`src/include/cmp_edge_map.svh`:
```
/*
 offsets, field positions, reset values for the comparator edge control block.
 assumes inclusion by bare name; byte addresses are four times the printed indexes.
*/
`ifndef CMP_EDGE_MAP_SVH
`define CMP_EDGE_MAP_SVH
`define CTL1_IDX 8'h9a
`define CTL0_IDX 8'h9b
`define MODE0_IDX 8'h9d
`define MODE1_IDX 8'h9c
`define IRQ_STAT_IDX 8'ha0
`define IRQ_EN_IDX 8'ha1
`define IRQ_CLR_IDX 8'ha2
`define CTL_EN_BIT 7
`define CTL_OUT_BIT 6
`define CTL_RISE_BIT 5
`define CTL_FALL_BIT 4
`define MODE_RISE_MASK_BIT 5
`define MODE_FALL_MASK_BIT 4
`define CTL_RESET 8'h00
`define MODE_RESET 8'h02
`define HYS_OFF 2'h0
`define HYS_5MV 2'h1
`define HYS_10MV 2'h2
`define HYS_20MV 2'h3
`endif

```
`src/include/cmp_edge_pkg.sv`:
```
/*
 types for the comparator edge control block.
 assumes nothing beyond a systemverilog compiler.
*/
package cmp_edge_pkg;
   typedef struct packed {
      logic enable;
      logic [1:0] pos_hys;
      logic [1:0] neg_hys;
      logic [1:0] resp_mode;
      logic rise_mask;
      logic fall_mask;
   } cmp_cfg_s;
   typedef struct packed {
      logic state;
      logic rise_flag;
      logic fall_flag;
   } cmp_stat_s;
   typedef enum logic [1:0] {
      RESP_FAST,
      RESP_MID1,
      RESP_MID2,
      RESP_SLOW
   } resp_mode_e;
endpackage

```
`src/rtl/cmp_channel.sv`:
```
/*
 one comparator channel: synchroniser, edge flags, interrupt request.
 assumes raw_in is asynchronous; config from the register file on core_clk.
*/
`timescale 1ns/1ps
`default_nettype none
module cmp_channel (
   input wire logic core_clk,
   input wire logic arst_n,
   input wire logic raw_in,
   input wire cmp_edge_pkg::cmp_cfg_s cfg,
   input wire logic clr_rise,
   input wire logic clr_fall,
   output cmp_edge_pkg::cmp_stat_s stat,
   output logic irq_req
);
   logic sync1_ff, sync2_ff, prev_ff, rise_ff, fall_ff;
   logic nxt_prev, nxt_rise, nxt_fall, rise_evt, fall_evt, gated;

   assign gated = sync2_ff & cfg.enable;
   assign rise_evt = gated & ~prev_ff;
   assign fall_evt = ~gated & prev_ff;

   always_comb begin
      nxt_prev = gated;
      nxt_rise = rise_ff;
      nxt_fall = fall_ff;
      if (clr_rise) begin
         nxt_rise = 1'b0;
      end
      if (clr_fall) begin
         nxt_fall = 1'b0;
      end
      // set beats a clear in the same cycle
      if (rise_evt) begin
         nxt_rise = 1'b1;
      end
      if (fall_evt) begin
         nxt_fall = 1'b1;
      end
   end

   always_ff @(posedge core_clk or negedge arst_n) begin
      if (!arst_n) begin
         sync1_ff <= 1'b0;
         sync2_ff <= 1'b0;
         prev_ff <= 1'b0;
         rise_ff <= 1'b0;
         fall_ff <= 1'b0;
      end else begin
         sync1_ff <= raw_in;
         sync2_ff <= sync1_ff;
         prev_ff <= nxt_prev;
         rise_ff <= nxt_rise;
         fall_ff <= nxt_fall;
      end
   end

   assign stat.state = prev_ff;
   assign stat.rise_flag = rise_ff;
   assign stat.fall_flag = fall_ff;
   assign irq_req = (rise_ff & cfg.rise_mask) | (fall_ff & cfg.fall_mask);

   a_rise_sets: assert property (@(posedge core_clk) disable iff (!arst_n)
      rise_evt |=> rise_ff) else $error("rise edge did not set flag");
   a_fall_sets: assert property (@(posedge core_clk) disable iff (!arst_n)
      fall_evt |=> fall_ff) else $error("fall edge did not set flag");
   a_rise_sticky: assert property (@(posedge core_clk) disable iff (!arst_n)
      rise_ff && !clr_rise |=> rise_ff) else $error("rise flag dropped");
   a_fall_sticky: assert property (@(posedge core_clk) disable iff (!arst_n)
      fall_ff && !clr_fall |=> fall_ff) else $error("fall flag dropped");
   a_sync_delay: assert property (@(posedge core_clk) disable iff (!arst_n)
      cfg.enable && $past(cfg.enable) ##0 $rose(sync2_ff) |=> stat.state)
      else $error("state lags sync");
endmodule
`default_nettype wire

```
`src/rtl/cmp_edge_ctrl.sv`:
```
/*
 two-comparator control and status logic behind an axi4-lite slave.
 assumes raw analogue decisions arrive asynchronously; bus runs on core_clk.
*/
// Added by the designer: the register offsets and the AXI4-Lite interface to the registers.
// Notes on behaviour
// - two identical comparator channels; only the first also feeds a reset output.
// - each channel gives a clocked latched output and an unclocked raw output.
// - the raw output is pure gating, so it works with the clock stopped.
// - a disabled comparator drives its outputs low and powers down its supply.
// - enable bit 1 turns the comparator on, 0 turns it off.
// - output state is readable at any time and drives interrupts and pins.
// - two independent 2-bit hysteresis fields in control bits 3:0.
// - a response mode field selects speed versus supply current.
// - interrupts are possible on both rising and falling transitions.
// - a falling edge sets the fall flag, a rising edge the rise flag.
// - edge flags stay set until software writes them to zero.
// - per-edge mask bits let each flag request an interrupt.
// - control register at 0x9b, reset zero, with documented bit layout.
// - hysteresis codes 00 off, 01 5mv, 10 10mv, 11 20mv.
// - mode register at 0x9d: masks in bits 5:4, mode in 1:0 resetting to 10.
// - mode 00 fastest and hungriest, 11 slowest and leanest.
`timescale 1ns/1ps
`default_nettype none
`include "cmp_edge_map.svh"
module cmp_edge_ctrl (
   input wire logic core_clk,
   input wire logic arst_n,
   input wire logic [9:0] s_axi_awaddr,
   input wire logic s_axi_awvalid,
   output logic s_axi_awready,
   input wire logic [31:0] s_axi_wdata,
   input wire logic [3:0] s_axi_wstrb,
   input wire logic s_axi_wvalid,
   output logic s_axi_wready,
   output logic [1:0] s_axi_bresp,
   output logic s_axi_bvalid,
   input wire logic s_axi_bready,
   input wire logic [9:0] s_axi_araddr,
   input wire logic s_axi_arvalid,
   output logic s_axi_arready,
   output logic [31:0] s_axi_rdata,
   output logic [1:0] s_axi_rresp,
   output logic s_axi_rvalid,
   input wire logic s_axi_rready,
   input wire logic cmp_zero_decision,
   input wire logic cmp_one_decision,
   output logic cmp_zero_latched_out,
   output logic cmp_one_latched_out,
   output logic cmp_zero_raw_out,
   output logic cmp_one_raw_out,
   output logic cmp_zero_reset_src,
   output logic [1:0] cmp_power_on,
   output logic [3:0] cmp_zero_hys,
   output logic [3:0] cmp_one_hys,
   output logic [1:0] cmp_zero_resp,
   output logic [1:0] cmp_one_resp,
   output logic irq
);
   cmp_edge_pkg::cmp_cfg_s cfg [2];
   cmp_edge_pkg::cmp_stat_s stat [2];
   logic [1:0] irq_req;
   logic [1:0] clr_rise, clr_fall;
   logic [7:0] ctl_ff [2];
   logic [7:0] mode_ff [2];
   logic [7:0] nxt_ctl [2];
   logic [7:0] nxt_mode [2];
   logic [1:0] irq_stat_ff, irq_en_ff, nxt_irq_stat, nxt_irq_en, prev_req_ff;
   logic aw_got_ff, w_got_ff, bvalid_ff, rvalid_ff, awready_ff, wready_ff, arready_ff;
   logic nxt_aw_got, nxt_w_got, nxt_bvalid, nxt_rvalid;
   logic [7:0] awidx_ff, nxt_awidx;
   logic [7:0] wdat_ff, nxt_wdat;
   logic [1:0] bresp_ff, nxt_bresp, rresp_ff, nxt_rresp;
   logic [31:0] rdata_ff, nxt_rdata;
   logic wr_fire, wr_hit;
   logic [7:0] ridx;
   logic irq_ff, nxt_irq;
   logic [1:0] latched_ff;
   logic [1:0] raw_in;

   assign raw_in = {cmp_one_decision, cmp_zero_decision};

   genvar g;
   generate
      for (g = 0; g < 2; g++) begin : ch
         assign cfg[g].enable = ctl_ff[g][`CTL_EN_BIT];
         assign cfg[g].pos_hys = ctl_ff[g][3:2];
         assign cfg[g].neg_hys = ctl_ff[g][1:0];
         assign cfg[g].resp_mode = mode_ff[g][1:0];
         assign cfg[g].rise_mask = mode_ff[g][`MODE_RISE_MASK_BIT];
         assign cfg[g].fall_mask = mode_ff[g][`MODE_FALL_MASK_BIT];
         cmp_channel u_ch (
            .core_clk(core_clk),
            .arst_n(arst_n),
            .raw_in(raw_in[g]),
            .cfg(cfg[g]),
            .clr_rise(clr_rise[g]),
            .clr_fall(clr_fall[g]),
            .stat(stat[g]),
            .irq_req(irq_req[g])
         );
      end
   endgenerate

   // raw path is combinational by nature: no clock, still valid in stop mode
   assign cmp_zero_raw_out = cmp_zero_decision & ctl_ff[0][`CTL_EN_BIT];
   assign cmp_one_raw_out = cmp_one_decision & ctl_ff[1][`CTL_EN_BIT];
   assign cmp_zero_latched_out = latched_ff[0];
   assign cmp_one_latched_out = latched_ff[1];
   assign cmp_zero_reset_src = latched_ff[0];
   assign cmp_power_on = {ctl_ff[1][`CTL_EN_BIT], ctl_ff[0][`CTL_EN_BIT]};
   assign cmp_zero_hys = ctl_ff[0][3:0];
   assign cmp_one_hys = ctl_ff[1][3:0];
   assign cmp_zero_resp = mode_ff[0][1:0];
   assign cmp_one_resp = mode_ff[1][1:0];

   assign s_axi_awready = awready_ff;
   assign s_axi_wready = wready_ff;
   assign s_axi_bvalid = bvalid_ff;
   assign s_axi_bresp = bresp_ff;
   assign s_axi_arready = arready_ff;
   assign s_axi_rvalid = rvalid_ff;
   assign s_axi_rdata = rdata_ff;
   assign s_axi_rresp = rresp_ff;
   assign irq = irq_ff;

   assign wr_fire = aw_got_ff & w_got_ff & ~bvalid_ff;
   assign ridx = s_axi_araddr[9:2];

   always_comb begin
      wr_hit = 1'b0;
      case (awidx_ff)
         `CTL0_IDX, `CTL1_IDX, `MODE0_IDX, `MODE1_IDX, `IRQ_STAT_IDX, `IRQ_EN_IDX, `IRQ_CLR_IDX: begin
            wr_hit = 1'b1;
         end
         default: begin
            wr_hit = 1'b0;
         end
      endcase
   end

   // write channel and register updates
   always_comb begin
      nxt_aw_got = aw_got_ff;
      nxt_w_got = w_got_ff;
      nxt_awidx = awidx_ff;
      nxt_wdat = wdat_ff;
      nxt_bvalid = bvalid_ff;
      nxt_bresp = bresp_ff;
      nxt_ctl = ctl_ff;
      nxt_mode = mode_ff;
      nxt_irq_en = irq_en_ff;
      clr_rise = 2'b00;
      clr_fall = 2'b00;
      nxt_irq_stat = irq_stat_ff;
      if (s_axi_awvalid && awready_ff) begin
         nxt_aw_got = 1'b1;
         nxt_awidx = s_axi_awaddr[9:2];
      end
      if (s_axi_wvalid && wready_ff) begin
         nxt_w_got = 1'b1;
         // only the low lane carries register data
         nxt_wdat = s_axi_wstrb[0] ? s_axi_wdata[7:0] : 8'h00;
      end
      if (wr_fire) begin
         nxt_aw_got = 1'b0;
         nxt_w_got = 1'b0;
         nxt_bvalid = 1'b1;
         nxt_bresp = wr_hit ? 2'h0 : 2'h2;
         case (awidx_ff)
            `CTL0_IDX, `CTL1_IDX: begin
               for (int i = 0; i < 2; i++) begin
                  if (awidx_ff == (i == 0 ? `CTL0_IDX : `CTL1_IDX)) begin
                     // output state is read-only; flags only clear on a zero write
                     nxt_ctl[i] = {wdat_ff[7], 3'h0, wdat_ff[3:0]};
                     clr_rise[i] = ~wdat_ff[`CTL_RISE_BIT];
                     clr_fall[i] = ~wdat_ff[`CTL_FALL_BIT];
                  end
               end
            end
            `MODE0_IDX: begin
               nxt_mode[0] = {2'h0, wdat_ff[5:4], 2'h0, wdat_ff[1:0]};
            end
            `MODE1_IDX: begin
               nxt_mode[1] = {2'h0, wdat_ff[5:4], 2'h0, wdat_ff[1:0]};
            end
            `IRQ_EN_IDX: begin
               nxt_irq_en = wdat_ff[1:0];
            end
            `IRQ_CLR_IDX: begin
               nxt_irq_stat = irq_stat_ff & ~wdat_ff[1:0];
            end
            default: begin
               nxt_bresp = wr_hit ? 2'h0 : 2'h2;
            end
         endcase
      end
      if (bvalid_ff && s_axi_bready) begin
         nxt_bvalid = 1'b0;
      end
      // a new request edge wins over a clear
      nxt_irq_stat = nxt_irq_stat | (irq_req & ~prev_req_ff);
      nxt_irq = |(nxt_irq_stat & nxt_irq_en);
   end

   always_comb begin
      nxt_rvalid = rvalid_ff;
      nxt_rdata = rdata_ff;
      nxt_rresp = rresp_ff;
      if (s_axi_arvalid && arready_ff) begin
         nxt_rvalid = 1'b1;
         nxt_rresp = 2'h0;
         case (ridx)
            `CTL0_IDX: nxt_rdata = {24'h0, ctl_ff[0][7], stat[0].state, stat[0].rise_flag,
                                    stat[0].fall_flag, ctl_ff[0][3:0]};
            `CTL1_IDX: nxt_rdata = {24'h0, ctl_ff[1][7], stat[1].state, stat[1].rise_flag,
                                    stat[1].fall_flag, ctl_ff[1][3:0]};
            `MODE0_IDX: nxt_rdata = {24'h0, mode_ff[0]};
            `MODE1_IDX: nxt_rdata = {24'h0, mode_ff[1]};
            `IRQ_STAT_IDX: nxt_rdata = {30'h0, irq_stat_ff};
            `IRQ_EN_IDX: nxt_rdata = {30'h0, irq_en_ff};
            `IRQ_CLR_IDX: nxt_rdata = 32'h0;
            default: begin
               nxt_rdata = 32'h0;
               nxt_rresp = 2'h2;
            end
         endcase
      end else if (rvalid_ff && s_axi_rready) begin
         nxt_rvalid = 1'b0;
      end
   end

   always_ff @(posedge core_clk or negedge arst_n) begin
      if (!arst_n) begin
         ctl_ff[0] <= `CTL_RESET;
         ctl_ff[1] <= `CTL_RESET;
         mode_ff[0] <= `MODE_RESET;
         mode_ff[1] <= `MODE_RESET;
         irq_en_ff <= 2'h0;
         irq_stat_ff <= 2'h0;
         prev_req_ff <= 2'h0;
         irq_ff <= 1'b0;
         latched_ff <= 2'h0;
         aw_got_ff <= 1'b0;
         w_got_ff <= 1'b0;
         awidx_ff <= 8'h00;
         wdat_ff <= 8'h00;
         bvalid_ff <= 1'b0;
         bresp_ff <= 2'h0;
         rvalid_ff <= 1'b0;
         rdata_ff <= 32'h0;
         rresp_ff <= 2'h0;
         awready_ff <= 1'b0;
         wready_ff <= 1'b0;
         arready_ff <= 1'b0;
      end else begin
         ctl_ff <= nxt_ctl;
         mode_ff <= nxt_mode;
         irq_en_ff <= nxt_irq_en;
         irq_stat_ff <= nxt_irq_stat;
         prev_req_ff <= irq_req;
         irq_ff <= nxt_irq;
         latched_ff <= {stat[1].state, stat[0].state};
         aw_got_ff <= nxt_aw_got;
         w_got_ff <= nxt_w_got;
         awidx_ff <= nxt_awidx;
         wdat_ff <= nxt_wdat;
         bvalid_ff <= nxt_bvalid;
         bresp_ff <= nxt_bresp;
         rvalid_ff <= nxt_rvalid;
         rdata_ff <= nxt_rdata;
         rresp_ff <= nxt_rresp;
         awready_ff <= ~nxt_aw_got & ~nxt_bvalid;
         wready_ff <= ~nxt_w_got & ~nxt_bvalid;
         arready_ff <= ~nxt_rvalid;
      end
   end

   a_mode_reset: assert property (@(posedge core_clk) disable iff (!arst_n)
      $rose(arst_n) |-> mode_ff[0][1:0] == 2'h2) else $error("mode reset wrong");
   a_disable_low: assert property (@(posedge core_clk) disable iff (!arst_n)
      !ctl_ff[0][7] |-> ##2 !cmp_zero_latched_out || ctl_ff[0][7]) else $error("disabled out high");
   a_latch_follow: assert property (@(posedge core_clk) disable iff (!arst_n)
      1'b1 |=> cmp_zero_latched_out == $past(stat[0].state)) else $error("latched lag wrong");
   a_irq_level: assert property (@(posedge core_clk) disable iff (!arst_n)
      |(irq_stat_ff & irq_en_ff) |-> irq) else $error("irq not raised");
   a_ctl_write: assert property (@(posedge core_clk) disable iff (!arst_n)
      wr_fire && awidx_ff == `CTL0_IDX |=> ctl_ff[0][7] == $past(wdat_ff[7])) else $error("enable not written");
   a_hys_write: assert property (@(posedge core_clk) disable iff (!arst_n)
      wr_fire && awidx_ff == `CTL1_IDX |=> cmp_one_hys == $past(wdat_ff[3:0])) else $error("hysteresis not written");
   // status latches the request edge, so a held request cannot refire after a clear
   a_stat_edge: assert property (@(posedge core_clk) disable iff (!arst_n)
      irq_req[0] && !prev_req_ff[0] |=> irq_stat_ff[0]) else $error("status missed request edge");
   a_raw_gate: assert property (@(posedge core_clk) disable iff (!arst_n)
      !ctl_ff[1][`CTL_EN_BIT] |-> !cmp_one_raw_out) else $error("disabled raw out high");
   a_pwr_write: assert property (@(posedge core_clk) disable iff (!arst_n)
      wr_fire && awidx_ff == `CTL1_IDX |=> cmp_power_on[1] == $past(wdat_ff[7])) else $error("power not written");
   a_mode_unused: assert property (@(posedge core_clk) disable iff (!arst_n)
      mode_ff[1][7:6] == 2'h0 && mode_ff[1][3:2] == 2'h0) else $error("unused mode bits set");
endmodule
`default_nettype wire

```
`config.mk`:
```
export PLATFORM = sky130hd
export DESIGN_NAME = cmp_edge_ctrl
export DESIGN_NICKNAME = d
export VERILOG_FILES = /design/src/include/cmp_edge_pkg.sv /design/src/rtl/cmp_channel.sv /design/src/rtl/cmp_edge_ctrl.sv
export VERILOG_INCLUDE_DIRS = /design/src /design/src/include
export SDC_FILE = /design/constraint.sdc
export NUM_CORES = 1
export LEC_CHECK = 0
export BUFFER_PORTS_ARGS = -buffer_cell sky130_fd_sc_hd__buf_4
export CORE_MARGIN = 1.5
export CORE_UTILIZATION = 35
export CTS_CLUSTER_DIAMETER = 80
export DETAILED_ROUTE_END_ITERATION = 7
export PLACE_DENSITY = 0.65
export SETUP_SLACK_MARGIN = 0.1
export SYNTH_ARGS = -nofsm -noshare
export SYNTH_HDL_FRONTEND = slang
export SYNTH_SLANG_ARGS = --single-unit
```
`constraint.sdc`:
```
create_clock -name core_clk -period 3.36 [get_ports core_clk]
set_input_delay 0 -clock core_clk [delete_from_list [all_inputs] [get_ports core_clk]]
set_output_delay 0 -clock core_clk [all_outputs]
set_load 0.01 [all_outputs]
```
==> summary.txt <==
TritonRoute pass-1 iters: 4
#FFs+latches synth: 69
Top cell type's share of synthesized area: 0.5134
Clock transition at path regs: 0.08 ns
WP depth: 4
Final Non-Filler Cells: 488
Die width: 99.60 um
Synthesis Warnings: 0
CP Class: reg -> reg
Max incr delay on CP: 0.41 ns
Slowest CP cell: dfrtp_1
Reg2reg path depth: 4
Reg2reg setup slack: 1.59 ns
Leak: 2.017 nW
GRT Overall Usage: 0.1422
P per Cell Area: 565.6 nW/um^2
CTS tree: built
Mean Syn Cell Area: 11.50 um^2
CP bufs+invs: 0
Startpoint class of the critical path: flip-flop
IO Pins: 126
Area grow syn2layout: 27.39%
Overflow after GRT: 0
Vias: 2284
Buffers on Ports: 67
CTS root buf: clkbuf_8
Post-Synth Adder-Cell Area: 0
Cells after DPL: 443
DRT iter0 DRCs: 65
Final setup TNS: 0 ns
Post-synth EDFFs: 0
Critical Path RT: 3.58 ns
Die height: 99.60 um
XOR/XNOR Fraction of Synth Area: 0
RSZ-0062 raised after global routing: false
Worst path cell trace: and3b_1 -> and4_4 -> mux2_2 -> a22o_1
Later-pin clock latency in the skew report: 0.34 ns
Syn Inst Count: 284
Max-Cap Viols: 0
Sw Pwr: 0.7406 mW
Max Fclk: 564.7 MHz
Number of global-route vias before repair: 2283
Synth Area in Compound Gates: 0.08352
Synth area leaders: dfrtp_1 51%, buf_4 9.7%, mux2_2 8.3%
Combinational share of power: 0.219
Setup violations, final: 0
Int Pwr: 1.612 mW
Setup Skew: 0.01012 ns
H-tree level count: 3
Sequential Power Share: 0.496
DP HPWL: 4716 um
Detailed Route WL: 6531 um
Cell variety after synth: 47
Max Root-Sink Buffers: 2
Nets: 437
CP top delay family: simple AND/OR/NAND/NOR gates
Status: complete, no violations
Worst Hold Depth: 3
Layout cells sized above 1: 0.3210
Main combinational cell family by area after synthesis: simple AND/OR/NAND/NOR gates
Drt drc: 0
Net Sw Frac: 0.3147
Core area: 9153 um^2
Routed wire per std cell: 13.38 um
Routed Antenna Nets: 0
Gpl congestion: 0.7908
Postcts setup bufs: 0
Largest area contributor in the netlist: dfrtp_1
Die area: 9919 um^2
Drt via density: 4.680
Max-slew violations: 0
Fin crit period: 1.771 ns
Post-synth ARST share: 1.000
CTS Buf Count: 9
Num rows: 35
Post-synthesis mux area share: 0.1134
Final hold violation count: 0
Crit path DAT: 1.99 ns
Largest net degree at the start of global routing: 70
CTS Sinks: 69
Cell area after synthesis: 3266 um^2
Simple-Gate Fraction of Synth Area: 0.1617
Slew at the pin closest to its max-slew limit: 0.8687 ns
Critical Path Sink Type: flip-flop
Fin crit share: 0.5271
Max FO, Critical Path: 9
Max VDD drop: 0.3971 mV
Leading cell types in the layout, fill and taps excluded: 67 x dfrtp_1, 67 x buf_4, 32 x nand2_1
Clock power frac: 0.286
Relative slew margins: 0.4209
Seq/Total Area, Yosys: 0.5295
Initial antenna violation count: 0
Global-route wire length before repair: 10950 um
Min-delay worst type: in -> reg
Starting density of the core: 0.3568
Diode count: 0
Ys flop type: dfrtp_1
## cells by family after synthesis
| kind of cell | Yosys count |
|---|---|
| buf+inv | 52 |
| mux | 34 |
| other cells | 1 |
| flops | 69 |
| simple gates | 83 |
| compound gates | 45 |
## through the flow
step,cell area (um^2),power [mW],hold WS [ns],setup slack [ns],utilization
global route,4160,2.515,0.05503,1.422,0.4545
finish,4160,2.353,0.03174,1.589,0.4545
floorplan,3359,1.522,-0.2956,1.718,-
global placement,3670,1.659,0.1201,1.598,0.4010
CTS,4160,2.385,0.01604,1.578,0.4545
detailed placement,3670,1.675,0.1166,1.596,0.4010
## layout make-up
type,count,area [um^2]
clock buffer,9,123.9
fill,880,4992
multi-input combinational,188,1269
timing repair buffer,96,793.3
inverter,8,30.03
tap,111,138.9
clock inverter,7,76.32
sequential,69,1729
## worst register-to-register path: stages, from the launching register on
cell and delay (ns):
dfrtp_1 0.41, and3b_1 0.40, and4_4 0.28, mux2_2 0.34
a22o_1 0.22
## cells in the mapped netlist, types with 2 or more instances
| cell type | n |
|---|---|
| a21o_1 | 2 |
| a21oi_1 | 2 |
| a22o_1 | 3 |
| a22oi_1 | 6 |
| a31oi_1 | 2 |
| and2_1 | 4 |
| and3b_1 | 2 |
| buf_4 | 42 |
| dfrtp_1 | 67 |
| dfstp_2 | 2 |
| inv_1 | 8 |
| mux2_2 | 24 |
| mux2i_1 | 10 |
| nand2_1 | 32 |
| nand2b_1 | 2 |
| nand3_1 | 2 |
| nand3b_1 | 2 |
| nand4_2 | 2 |
| nor2_1 | 8 |
| nor2b_1 | 4 |
| nor3_1 | 5 |
| o21ai_0 | 24 |
| o22ai_1 | 3 |
| o2bb2ai_1 | 2 |
| or3_1 | 2 |
## timing repair
action,in CTS,in global routing
endpoints found under the setup margin,0,0
resized for setup,0,0
hold buffers,29,0
endpoints found under the hold margin,90,0
## per-layer routing
layer / GRT usage / up-vias / wire [um]
li1: - / 1103 / -
met5: 0 / - / 0
met2: 0.2271 / 70 / 3021
met3: 0.03725 / 6 / 317
met4: 0.04984 / 0 / 54
met1: 0.1876 / 1105 / 3137
## power groups by stage
stage | sequential, mW | clock, mW | combinational, mW
2_1_floorplan | 1.13 | 0 | 0.393
3_3_place_gp | 1.18 | 0 | 0.481
3_5_place_dp | 1.18 | 0 | 0.492
4_1_cts | 1.17 | 0.696 | 0.519
5_1_grt | 1.20 | 0.732 | 0.582
6_report | 1.17 | 0.672 | 0.514
## worst paths after layout
kind / start / end
setup / recovery: s_axi_bvalid$_DFF_PN0_ / irq$_DFF_PN0_
hold / removal: s_axi_araddr[3] / s_axi_rresp[1]$_DFFE_PN0P_
setup reg to reg: s_axi_bvalid$_DFF_PN0_ / irq$_DFF_PN0_
hold reg to reg: ch[1].u_ch.sync1_ff$_DFF_PN0_ / ch[1].u_ch.sync2_ff$_DFF_PN0_
max in group asynchronous: arst_n / awidx_ff[7]$_DFFE_PN0P_
min in group asynchronous: arst_n / irq$_DFF_PN0_
## flip-flops by register name, summed over array words and instances (netlist names), 4 cells and up
signal / count
wdat_ff: 7
awidx_ff: 8
cmp_zero_hys: 4
cfg: 4
cmp_one_hys: 4
s_axi_rdata: 8
Power figures use the tool's default switching activity.
